--- src/logic/pm_pkg.sv ---
package pm_pkg;
  // register byte offsets
  localparam logic [7:0] A_CTRL   = 8'h00;
  localparam logic [7:0] A_ERCNT  = 8'h04;
  localparam logic [7:0] A_CNT    = 8'h08;
  localparam logic [7:0] A_TXSEL  = 8'h28;
  localparam logic [7:0] A_RXSEL  = 8'h2C;
  localparam logic [7:0] A_TXMON  = 8'h30;
  localparam logic [7:0] A_RXMON  = 8'h34;
  localparam logic [7:0] A_STAT   = 8'h38;
  localparam logic [1:0] BANK_FIX = 2'h0;
  localparam logic [1:0] BANK_RS  = 2'h1;
  localparam logic [1:0] BANK_TS  = 2'h2;
  // control register fields
  localparam int CTRL_E1   = 0;
  localparam int CTRL_ESF  = 1;
  localparam int CTRL_CRC4 = 2;
  localparam logic [2:0] CTRL_RST = 3'h0;
  // error counter config fields
  localparam int ER_EXZ  = 0;
  localparam int ER_FBIT = 1;
  localparam int ER_FS   = 2;
  localparam int ER_CV   = 3;
  localparam int ER_UPD  = 4;
  localparam int ER_MAN  = 6;
  localparam logic [5:0] ER_RST = 6'h00;
  // counter indices
  localparam int NCNT  = 4;
  localparam int C_LCV = 0;
  localparam int C_PCV = 1;
  localparam int C_FOS = 2;
  localparam int C_EB  = 3;
  localparam int NSIG  = 16;
  // update source
  typedef enum logic [1:0] {
    PM_UPD_SEC   = 2'b00,
    PM_UPD_SHORT = 2'b01,
    PM_UPD_MAN   = 2'b10
  } pm_upd_t;
  typedef enum logic [1:0] {
    PM_BUS_IDLE = 2'b00,
    PM_BUS_RD   = 2'b01,
    PM_BUS_WR   = 2'b10
  } pm_bus_t;
  // timing
  localparam int CLK_NS      = 4;
  localparam int NS_PER_MS   = 1000000;
  localparam int SEC_MS      = 1000;
  localparam int T1_MS       = 42;
  localparam int E1_MS       = 62;
  localparam int SEC_CYCLES  = SEC_MS * NS_PER_MS / CLK_NS;
  localparam int T1_CYCLES   = T1_MS * NS_PER_MS / CLK_NS;
  localparam int E1_CYCLES   = E1_MS * NS_PER_MS / CLK_NS;
  localparam int TMR_W       = 28;
endpackage

--- src/logic/pm_perf_mon.sv ---
`timescale 1ns/1ps
// Operation
// - e1 line-code counter counts bipolar violations if select 0, code violations if 1
// - t1 esf: path counter counts each crc6 word in error
// - t1 d4: path counter counts ft errors, plus fs errors when bit 2 set
// - t1: path counter halts while receive loss of sync is high
// - e1: path counter counts crc4 errors, holds on fas/crc4 loss, not cas loss
// - path count is 16 bits, high register then low register
// - t1 mos select: count out-of-sync multiframes, even during loss of sync
// - t1 f-bit select: count ft (d4) or fps (esf) errors, halt on loss of sync
// - e1: count fas word errors, not during loss of sync, fas/crc4 loss or cas loss
// - out-of-sync count is 16 bits, high register then low register
// - e1 crc4: block error counter counts each received e-bit of zero
// - block error count is 16 bits, high register holds upper part
// - block error counter pauses on fas/crc4 loss, counts on cas loss only
// - one tx and one rx channel captured at once, 5-bit selects, own registers
// - signaling reachable by 16+16 registers and by pins, concurrently
// - all error counters saturate, never wrap
// - counters update on one second, 42/62 ms, or manual request
module pm_perf_mon
  import pm_pkg::*;
#(
  parameter int SEC_CYC = SEC_CYCLES,
  parameter int T1_CYC  = T1_CYCLES,
  parameter int E1_CYC  = E1_CYCLES
)(
  // clock and reset
  input  wire logic               hclk,
  input  wire logic               hresetn,
  // ahb-lite slave
  input  wire logic               hsel,
  input  wire logic [31:0]        haddr,
  input  wire logic [1:0]         htrans,
  input  wire logic               hwrite,
  input  wire logic [2:0]         hsize,
  input  wire logic [31:0]        hwdata,
  input  wire logic               hready,
  output logic      [31:0]        hrdata,
  output logic                    hreadyout,
  output logic                    hresp,
  // receive framer events, one-cycle pulses
  input  wire logic               bpv_ev,
  input  wire logic               cv_ev,
  input  wire logic               exz_ev,
  input  wire logic               crc6_err_ev,
  input  wire logic               ft_err_ev,
  input  wire logic               fs_err_ev,
  input  wire logic               fps_err_ev,
  input  wire logic               crc4_err_ev,
  input  wire logic               fas_err_ev,
  input  wire logic               ebit_zero_ev,
  input  wire logic               mf_boundary_ev,
  // receive framer sync levels
  input  wire logic               receive_loss_of_sync,
  input  wire logic               multiframe_out_of_sync,
  input  wire logic               fas_sync_lost,
  input  wire logic               crc4_mf_lost,
  input  wire logic               cas_mf_lost,
  // channel byte streams
  input  wire logic               tx_slot_done,
  input  wire logic [4:0]         tx_slot_num,
  input  wire logic [7:0]         tx_slot_byte,
  input  wire logic               rx_slot_done,
  input  wire logic [4:0]         rx_slot_num,
  input  wire logic [7:0]         rx_slot_byte,
  // signaling hardware path
  input  wire logic               rx_sig_wr,
  input  wire logic [3:0]         rx_sig_idx,
  input  wire logic [7:0]         rx_sig_data,
  input  wire logic [3:0]         rx_sig_pin_idx,
  output logic      [7:0]         rx_signaling_pin,
  input  wire logic               tx_sig_pin_wr,
  input  wire logic [3:0]         tx_sig_pin_idx,
  input  wire logic [7:0]         tx_signaling_pin,
  output logic      [NSIG*8-1:0]  tx_sig_regs
);

  ////////////////////////////////////////////////////////////////////////////
  // bus slave
  pm_bus_t     bus_q;
  logic [7:0]  adr_q;
  logic        rdy_q;
  logic [31:0] rd_q;
  logic [31:0] rd_word;

  // reads take one wait state so hrdata comes from a flop
  wire take   = hsel & hready & htrans[1];
  wire wr_now = (bus_q == PM_BUS_WR);
  wire [1:0] bank = adr_q[7:6];
  wire [3:0] sidx = adr_q[5:2];
  wire fix_wr = wr_now & (bank == BANK_FIX);
  wire ctrl_wr  = fix_wr & (adr_q == A_CTRL);
  wire er_wr    = fix_wr & (adr_q == A_ERCNT);
  wire txsel_wr = fix_wr & (adr_q == A_TXSEL);
  wire rxsel_wr = fix_wr & (adr_q == A_RXSEL);
  wire ts_wr    = wr_now & (bank == BANK_TS);

  always_ff @(posedge hclk or negedge hresetn)
  begin
    if (!hresetn)
    begin
      bus_q <= PM_BUS_IDLE;
      adr_q <= 8'h00;
      rdy_q <= 1'b0;
      rd_q  <= 32'h0000_0000;
    end
    else
    begin
      rdy_q <= 1'b1;
      if (bus_q == PM_BUS_RD)
      begin
        rd_q  <= rd_word;
        bus_q <= PM_BUS_IDLE;
      end
      else if (take)
      begin
        adr_q <= haddr[7:0];
        bus_q <= hwrite ? PM_BUS_WR : PM_BUS_RD;
        rdy_q <= hwrite;
      end
      else
        bus_q <= PM_BUS_IDLE;
    end
  end

  assign hrdata    = rd_q;
  assign hreadyout = rdy_q;
  assign hresp     = 1'b0;

  ////////////////////////////////////////////////////////////////////////////
  // configuration registers
  logic [2:0]  ctrl_q;
  logic [5:0]  er_q;
  logic        man_q;
  logic [4:0]  txsel_q;
  logic [4:0]  rxsel_q;

  always_ff @(posedge hclk or negedge hresetn)
  begin
    if (!hresetn)
    begin
      ctrl_q  <= CTRL_RST;
      er_q    <= ER_RST;
      man_q   <= 1'b0;
      txsel_q <= 5'h00;
      rxsel_q <= 5'h00;
    end
    else
    begin
      if (ctrl_wr)
        ctrl_q <= hwdata[2:0];
      if (er_wr)
        er_q <= hwdata[5:0];
      man_q <= er_wr & hwdata[ER_MAN];  // self-clearing request
      if (txsel_wr)
        txsel_q <= hwdata[4:0];
      if (rxsel_wr)
        rxsel_q <= hwdata[4:0];
    end
  end

  wire     e1   = ctrl_q[CTRL_E1];
  wire     esf  = ctrl_q[CTRL_ESF];
  wire     crc4 = ctrl_q[CTRL_CRC4];
  pm_upd_t upd;
  assign   upd  = pm_upd_t'(er_q[ER_UPD +: 2]);

  ////////////////////////////////////////////////////////////////////////////
  // update timer
  logic [TMR_W-1:0] tmr_q;

  wire [TMR_W-1:0] lim = (upd == PM_UPD_SEC) ? TMR_W'(SEC_CYC - 1)
                       : e1 ? TMR_W'(E1_CYC - 1) : TMR_W'(T1_CYC - 1);
  wire tick  = (tmr_q >= lim);
  wire latch = (tick & (upd != PM_UPD_MAN)) | man_q;

  // restart the period on any mode change so the first period is whole
  always_ff @(posedge hclk or negedge hresetn)
  begin
    if (!hresetn)
      tmr_q <= '0;
    else if (tick | ctrl_wr | er_wr)
      tmr_q <= '0;
    else
      tmr_q <= tmr_q + TMR_W'(1);
  end

  ////////////////////////////////////////////////////////////////////////////
  // counting conditions
  wire e1_hold = fas_sync_lost | crc4_mf_lost;  // cas loss alone keeps the path and block error counts running
  wire t1_d4fr = ft_err_ev | (er_q[ER_FS] & fs_err_ev);
  wire t1_pcv  = ~receive_loss_of_sync & (esf ? crc6_err_ev : t1_d4fr);
  wire e1_pcv  = crc4_err_ev & ~e1_hold;
  wire t1_fbit = ~receive_loss_of_sync & (esf ? fps_err_ev : ft_err_ev);
  wire t1_mos  = mf_boundary_ev & multiframe_out_of_sync;
  wire t1_fos  = er_q[ER_FBIT] ? t1_fbit : t1_mos;
  wire e1_fos  = fas_err_ev & ~receive_loss_of_sync & ~e1_hold & ~cas_mf_lost;
  wire e1_lcv  = er_q[ER_CV] ? cv_ev : bpv_ev;
  wire t1_lcv  = bpv_ev | (er_q[ER_EXZ] & exz_ev);

  wire [NCNT-1:0] inc;
  assign inc[C_LCV] = e1 ? e1_lcv : t1_lcv;
  assign inc[C_PCV] = e1 ? e1_pcv : t1_pcv;
  assign inc[C_FOS] = e1 ? e1_fos : t1_fos;
  assign inc[C_EB]  = e1 & crc4 & ebit_zero_ev & ~e1_hold;

  ////////////////////////////////////////////////////////////////////////////
  // running counters and host snapshots
  logic [15:0] run_q  [NCNT];
  logic [15:0] snap_q [NCNT];

  genvar gi;
  generate
    for (gi = 0; gi < NCNT; gi++)
    begin : g_cnt
      wire full = &run_q[gi];
      // an event in the latch cycle starts the next period
      always_ff @(posedge hclk or negedge hresetn)
      begin
        if (!hresetn)
        begin
          run_q[gi]  <= 16'h0000;
          snap_q[gi] <= 16'h0000;
        end
        else if (latch)
        begin
          snap_q[gi] <= run_q[gi];
          run_q[gi]  <= {15'h0000, inc[gi]};
        end
        else if (inc[gi] & ~full)
          run_q[gi] <= run_q[gi] + 16'h0001;
      end
    end
  endgenerate

  ////////////////////////////////////////////////////////////////////////////
  // channel monitors
  logic [7:0] txmon_q;
  logic [7:0] rxmon_q;

  // out-of-range selects never match, so the monitor simply holds
  wire tx_hit = tx_slot_done & (tx_slot_num == txsel_q);
  wire rx_hit = rx_slot_done & (rx_slot_num == rxsel_q);

  always_ff @(posedge hclk or negedge hresetn)
  begin
    if (!hresetn)
    begin
      txmon_q <= 8'h00;
      rxmon_q <= 8'h00;
    end
    else
    begin
      if (tx_hit)
        txmon_q <= tx_slot_byte;
      if (rx_hit)
        rxmon_q <= rx_slot_byte;
    end
  end

  ////////////////////////////////////////////////////////////////////////////
  // signaling registers, both paths live at once
  logic [7:0] rs_q [NSIG];
  logic [7:0] ts_q [NSIG];
  logic [7:0] rsp_q;

  generate
    for (gi = 0; gi < NSIG; gi++)
    begin : g_sig
      // host write beats a pin write to the same entry
      always_ff @(posedge hclk or negedge hresetn)
      begin
        if (!hresetn)
        begin
          rs_q[gi] <= 8'h00;
          ts_q[gi] <= 8'h00;
        end
        else
        begin
          if (rx_sig_wr & (rx_sig_idx == 4'(gi)))
            rs_q[gi] <= rx_sig_data;
          if (ts_wr & (sidx == 4'(gi)))
            ts_q[gi] <= hwdata[7:0];
          else if (tx_sig_pin_wr & (tx_sig_pin_idx == 4'(gi)))
            ts_q[gi] <= tx_signaling_pin;
        end
      end
      assign tx_sig_regs[gi*8 +: 8] = ts_q[gi];
    end
  endgenerate

  always_ff @(posedge hclk or negedge hresetn)
  begin
    if (!hresetn)
      rsp_q <= 8'h00;
    else
      rsp_q <= rs_q[rx_sig_pin_idx];
  end

  assign rx_signaling_pin = rsp_q;

  ////////////////////////////////////////////////////////////////////////////
  // read mux; each count reads as high byte register then low byte register
  wire [2:0]  cnt_sel = 3'((adr_q - A_CNT) >> 3);
  wire        cnt_lo  = adr_q[2];
  wire        in_cnt  = (adr_q >= A_CNT) & (adr_q < A_TXSEL);
  wire [15:0] cnt_val = snap_q[cnt_sel[1:0]];
  wire [7:0]  cnt_byte = cnt_lo ? cnt_val[7:0] : cnt_val[15:8];
  wire [7:0]  stat = {3'h0, cas_mf_lost, crc4_mf_lost, fas_sync_lost,
                      multiframe_out_of_sync, receive_loss_of_sync};

  always_comb
  begin
    rd_word = 32'h0000_0000;
    case (bank)
      BANK_RS: rd_word = {24'h000000, rs_q[sidx]};
      BANK_TS: rd_word = {24'h000000, ts_q[sidx]};
      BANK_FIX:
      begin
        if (in_cnt)
          rd_word = {24'h000000, cnt_byte};
        else
          case (adr_q)
            A_CTRL:  rd_word = {29'h0, ctrl_q};
            A_ERCNT: rd_word = {26'h0, er_q};
            A_TXSEL: rd_word = {27'h0, txsel_q};
            A_RXSEL: rd_word = {27'h0, rxsel_q};
            A_TXMON: rd_word = {24'h000000, txmon_q};
            A_RXMON: rd_word = {24'h000000, rxmon_q};
            A_STAT:  rd_word = {24'h000000, stat};
            default: rd_word = 32'h0000_0000;
          endcase
      end
      default: rd_word = 32'h0000_0000;
    endcase
  end

endmodule

--- config.mk ---
export PLATFORM = sky130hd
export DESIGN_NAME = pm_perf_mon
export DESIGN_NICKNAME = d
export VERILOG_FILES = /design/src/logic/pm_pkg.sv /design/src/logic/pm_perf_mon.sv
export SDC_FILE = /design/constraint.sdc
export NUM_CORES = 1
export LEC_CHECK = 0
export BUFFER_PORTS_ARGS = -buffer_cell sky130_fd_sc_hd__buf_2
export CELL_PAD_IN_SITES_DETAIL_PLACEMENT = 1
export CELL_PAD_IN_SITES_GLOBAL_PLACEMENT = 1
export CORE_ASPECT_RATIO = 0.5
export CORE_MARGIN = 8
export CORE_UTILIZATION = 47
export CTS_CLUSTER_SIZE = 14
export DETAILED_ROUTE_END_ITERATION = 6
export HOLD_SLACK_MARGIN = 0.1
export MAX_ROUTING_LAYER = met4
export PLACE_DENSITY = 0.8
export SETUP_SLACK_MARGIN = 0.3
export SLEW_MARGIN = 20
export SYNTH_ARGS = -nofsm -noshare
export SYNTH_HDL_FRONTEND = slang
export SYNTH_SLANG_ARGS = --single-unit
--- constraint.sdc ---
create_clock -name hclk -period 4.5 [get_ports hclk]
set_clock_uncertainty 0.05 [all_clocks]
set_input_delay 0.675 -clock hclk [delete_from_list [all_inputs] [get_ports hclk]]
set_output_delay 0.675 -clock hclk [all_outputs]
set_load 0.005 [all_outputs]
Word-level counts from Yosys, hierarchy flattened --
Index checks and enable logic that the tools add are counted.
Cells by class: add/subtract/negate cells 6, order comparisons 6, equality and inequality tests 58, muxes and demuxes 71, bitwise operators 94, reduce and logical (&&, ||, !) cells 31
Operators by type and width (number):
- $mux 8 | 40
- $mux 16 | 10
- $bmux 8 s4 | 3
- $eq 4x4->1 const B | 24
- $and 1x1->1 | 77
- $add 16x1->16 const B | 4
- $reduce_and 16->1 | 4
- $mux 28 | 2
- $pmux 8 s7 | 1
- $eq 4x3->1 const B | 12
- $eq 8x6->1 const B | 5
- $reduce_bool 2->1 | 20
- $bmux 16 s2 | 1
- $add 28x1->28 const B | 1
- $ge 28x28->1 | 1
- $eq 4x2->1 const B | 6
- $pmux 8 s3 | 1
- $mux 23 | 1
- $eq 4x1->1 const B | 3
- $logic_not 4->1 | 3
- $eq 5x5->1 | 2
- $ge 5x5->1 const B | 2
- $not 4->5 | 2
- $mux 1 | 9
- 15 further kinds | 32
Storage, ports and cells: register bits 499, bits of input ports 148

Longest topological paths before layout --
depth in word-level cells 8, mapped depth 12, mapped depth without buffers 9

Worst setup path before layout --
Ideal clock, no wire load.
kind register to register, from reg adr_q[4], to reg rd_q[1] (netlist: hrdata[1]), library setup time 0.135 ns, arrival 2.973 ns, required time 4.315 ns, slack 1.341 ns, stages on the path, launching flop included 13, path buffers 5, period minus slack after synthesis 3.159 ns, cell sequence dfrtp_1 buf_2 buf_2 buf_2 inv_1 ha_1 buf_1 clkbuf_1 mux4_2 mux2i_1 nor2_1 a2111oi_0 o21ai_0
On the way: word-level cells in the longest chain between the ends 8, elaborated cells on any way between the ends 26
RTL lines:
- from (decl) | line pm_perf_mon.sv:81 | logic [7:0] adr_q;
- from (signal assigned) | line pm_perf_mon.sv:117 | adr_q <= haddr[7:0];
- $sub 5x4->5 | line pm_perf_mon.sv:304 | wire [2:0] cnt_sel = 3'((adr_q - A_CNT) >> 3);
- $not 2->3 (not written as such) | line pm_perf_mon.sv:307 | wire [15:0] cnt_val = snap_q[cnt_sel[1:0]];
- $bmux 16 s2 | line pm_perf_mon.sv:307
- $mux 16 (not written as such) (2 in series) | line pm_perf_mon.sv:307
- $mux 8 | line pm_perf_mon.sv:308 | wire [7:0] cnt_byte = cnt_lo ? cnt_val[7:0] : cnt_val[15:8];
- $mux 8 | line pm_perf_mon.sv:320 | if (in_cnt)
- $pmux 8 s3 * | line pm_perf_mon.sv:315 | case (bank)
- to (signal assigned) | line pm_perf_mon.sv:112 | rd_q <= rd_word;
- to (decl) | line pm_perf_mon.sv:83 | logic [31:0] rd_q;
Mark *: on every way between the ends. The rest lies on a longest branch, timed or not. The select of a mux whose other input is x is not followed. A chain may end at the register's enable or synchronous reset.

Final worst setup path --
from reg er_q[5], to reg snap_q[54] in the netlist's numbering
On the way: word-level cells in the longest chain between the ends 5, elaborated cells on any way between the ends 6
RTL lines:
- from (decl) | line pm_perf_mon.sv:133 | logic [5:0] er_q;
- from (signal assigned) | line pm_perf_mon.sv:153 | er_q <= hwdata[5:0];
- $logic_not 2->1 | line pm_perf_mon.sv:172 | wire [TMR_W-1:0] lim = (upd == PM_UPD_SEC) ? TMR_W'(SEC_CYC - 1)
- $mux 28 | line pm_perf_mon.sv:172
- $ge 28x28->1 | line pm_perf_mon.sv:174 | wire tick = (tmr_q >= lim);
- $and 1x1->1 * | line pm_perf_mon.sv:175 | wire latch = (tick & (upd != PM_UPD_MAN)) | man_q;
- $or 1x1->1 * | line pm_perf_mon.sv:175
- to (signal, indexed assignment) | line pm_perf_mon.sv:227 | snap_q[gi] <= run_q[gi];
- to (decl) | line pm_perf_mon.sv:210 | logic [15:0] snap_q [NCNT];
Mark *: on every way between the ends. The rest lies on a longest branch, timed or not.

==> impl_metrics.tcl <==
set metrics [dict create \
    status "finished clean" \
    post_cts_buffers 0 \
    crit_type "flop to flop" \
    synthArstFlopShare_pct 100.0 \
    first_pass_iters 5 \
    clock-sinks 475 \
    postSynthAreaPerCell_um2 12.24 \
    hold_viol 0 \
    antenna_found_initial 7 \
    relSlewSlack_pct 18.77 \
    drv_cap 0 \
    cts_tree "yes" \
    design_area_um2 27990 \
    grt_pass1_vias 19700 \
    nets 2372 \
    io_buffers 240 \
    synth_edf_count 0 \
    crit_required_ps 4910 \
    worst_slew_pin_slew_ps 1214 \
    reg2reg_depth 10 \
    area_delta_synth_final_pct 12.92 \
    ys_seq_area_share_pct 47.95 \
    cp-start-kind "flop" \
    setup_viol 0 \
    drv_slew 0 \
    overflow 0 \
    setup_tns_ps 0 \
    rr_startpoint "er_q[5]" \
    path_max_fanout 124 \
    hp-class "primary input to flop" \
    yosysWarnings 0 \
    worstHoldStart "hwrite" \
    hold-worst-slack_ps 286.1 \
    clk_latency_ps 580 \
    ant_nets 0 \
    initialDrtViolationCount 1717 \
    fmax_mhz 277.1 \
    rsz0062_at_grt "false" \
    netlist_area_um2 24790 \
    arrival_ps 4020 \
    drc 0 \
    yosysUniqueCellTypes 68 \
    r2r_slack_ps 890 \
    cts_repair_resize_count 0 \
    power_density_nw_per_um2 468.3 \
    synthCells 2026 \
    final_core_util_pct 53.79 \
    vias 18340 \
    fin_crit_ps 3609 \
    fp.dieH_um 178.4 \
    cts_made_buffers 45 \
    leakagePower_nw 12.47 \
    min_path_cells 2 \
    synth_ff_type "dfrtp_1" \
    crit_path_end_kind "flop" \
    grt_max_degree 125 \
    wl_mm 79.79 \
    routed_via_density 6.231 \
    whs_endpoint "bus_q[1]" \
    fin_crit_sh_pct 80.20 \
    core_area_um2 52040 \
    dieArea_um2 60800 \
    power_mw 13.11 \
    wl_per_cell_um 27.10 \
    cts.clk_slew.worst_paths_ps 70 \
    placed_area_um2 26480 \
    grt_pass1_wl_mm 122.4 \
    drive_gt1_share_pct 32.56 \
    grt_use_total_pct 26.42 \
    r2r-end "snap_q[54]" \
    cts_max_level 2 \
    gp_congestion 0.8725 \
    clock_path_buffers 3 \
    clock-root-buffer "clkbuf_16" \
    ir_worst_vdd_uv 308.3 \
    rows 59 \
    ys_seq_elements 475 \
    hpwl_mm 53.82 \
    fp.dieW_um 340.8 \
    io_pins 318 \
    start_util_pct 47.64 \
]
[registers in the layout (all words and copies together), names as in the netlist]
register and count:
hrdata 8, txsel_q 5, snap_q 64, hreadyout 1, ctrl_q 3, tmr_q 28, adr_q 8, man_q 1
er_q 6, bus_q 2, rxsel_q 5, rs_q 128, rx_signaling_pin 8, txmon_q 8, rxmon_q 8, run_q 64
tx_sig_regs 128
[timing repair]
item | CTS | global route
setup endpoints to repair | 0 | 0
hold buffers | 0 | 1
hold endpoints to repair | 0 | 33
[power by group]
group	internal (mW)	leakage [nW]	switching [mW]
clock network	2.16	0.725	1.75
registers	5.07	5.95	0.876
logic	1.71	5.79	1.54
total	8.94	12.5	4.17
[cells in the final DEF, fill, tap and decap left out, types with 34 or more instances in the layout]
cell type  instances
a21oi_1          142
buf_2            239
clkbuf_16         45
dfrtp_1          473
mux2_2           235
mux2i_1          140
mux4_2           136
nand2_1           79
nand3_1           40
nand4_1           36
nor2_1           228
nor3_1            34
xor2_1            75
[logic make-up after synthesis]
family          after synthesis  share of synthesized area (%)
buf+inv                     168                          3.387
fa+ha+maj                    17                         0.8378
mux                         516                          28.91
compound gates              226                          5.506
flops                       475                          47.95
simple gates                530                          10.11
xor+xnor                     93                          3.286
other cells                   1                        0.01513
[metrics by stage]
stage	instances	setup WS, ps
5_1_grt	2944	704.5
4_1_cts	2938	928.2
2_1_floorplan	2050	1341
6_report	2944	890.8
3_5_place_dp	2861	947.0
3_3_place_gp	2861	1034
[cell usage after synthesis (36+ instances only)]
master,instances,area share (%)
dfrtp_1,475,48
mux2_2,235,11
nor2_1,235,3.6
a21oi_1,142,2.9
mux2i_1,140,5.7
mux4_2,136,12
nand2_1,79,1.2
clkbuf_1,75,1.1
xor2_1,75,2.6
nand3_1,40,0.81
nand4_1,36,0.91
[worst max-delay path, cell delays in order, from the launching register on]
cell and delay, ps:
dfrtp_1 590, o21ba_2 290, inv_2 100, ha_1 300, and4b_1 200, o211ai_1 100, o21a_1 180, o211a_1 330
o311ai_4 340, buf_12 470, mux2_2 410
[per-layer routing]
layer | vias up | part of all wire [%] | GRT usage, %
li1 | 7747 | - | -
met5 | - | 0 | -
met3 | 166 | 5.5 | 4.190
met2 | 650 | 50 | 43.92
met4 | 0 | 3.5 | 9.139
met1 | 9780 | 41 | 33.18
[final cells by class]
type	count	area (um^2)
repair buffers	272	1562
clock buffers	65	1331
inverters	8	30.03
clock inverters	12	117.6
multi-input cells	1407	12170
diodes	4	10.01
well taps	701	877.1
fillers	5407	24050
flip-flops and latches	475	11890
[worst max-delay path by stage]
| stage | from | to | slack (ps) | depth (start not counted) |
|---|---|---|---|---|
| global route | er_q[5] | snap_q[7] | 700 | 10 |
| finish | er_q[5] | snap_q[54] | 890 | 10 |
| detailed placement | er_q[5] | snap_q[22] | 950 | 10 |
| floorplan | adr_q[4] | hrdata[1] | 1340 | 12 |
| CTS | er_q[5] | snap_q[58] | 930 | 10 |
| global placement | er_q[5] | snap_q[23] | 1030 | 10 |
Note: power is estimated with default switching activity, not from simulation.
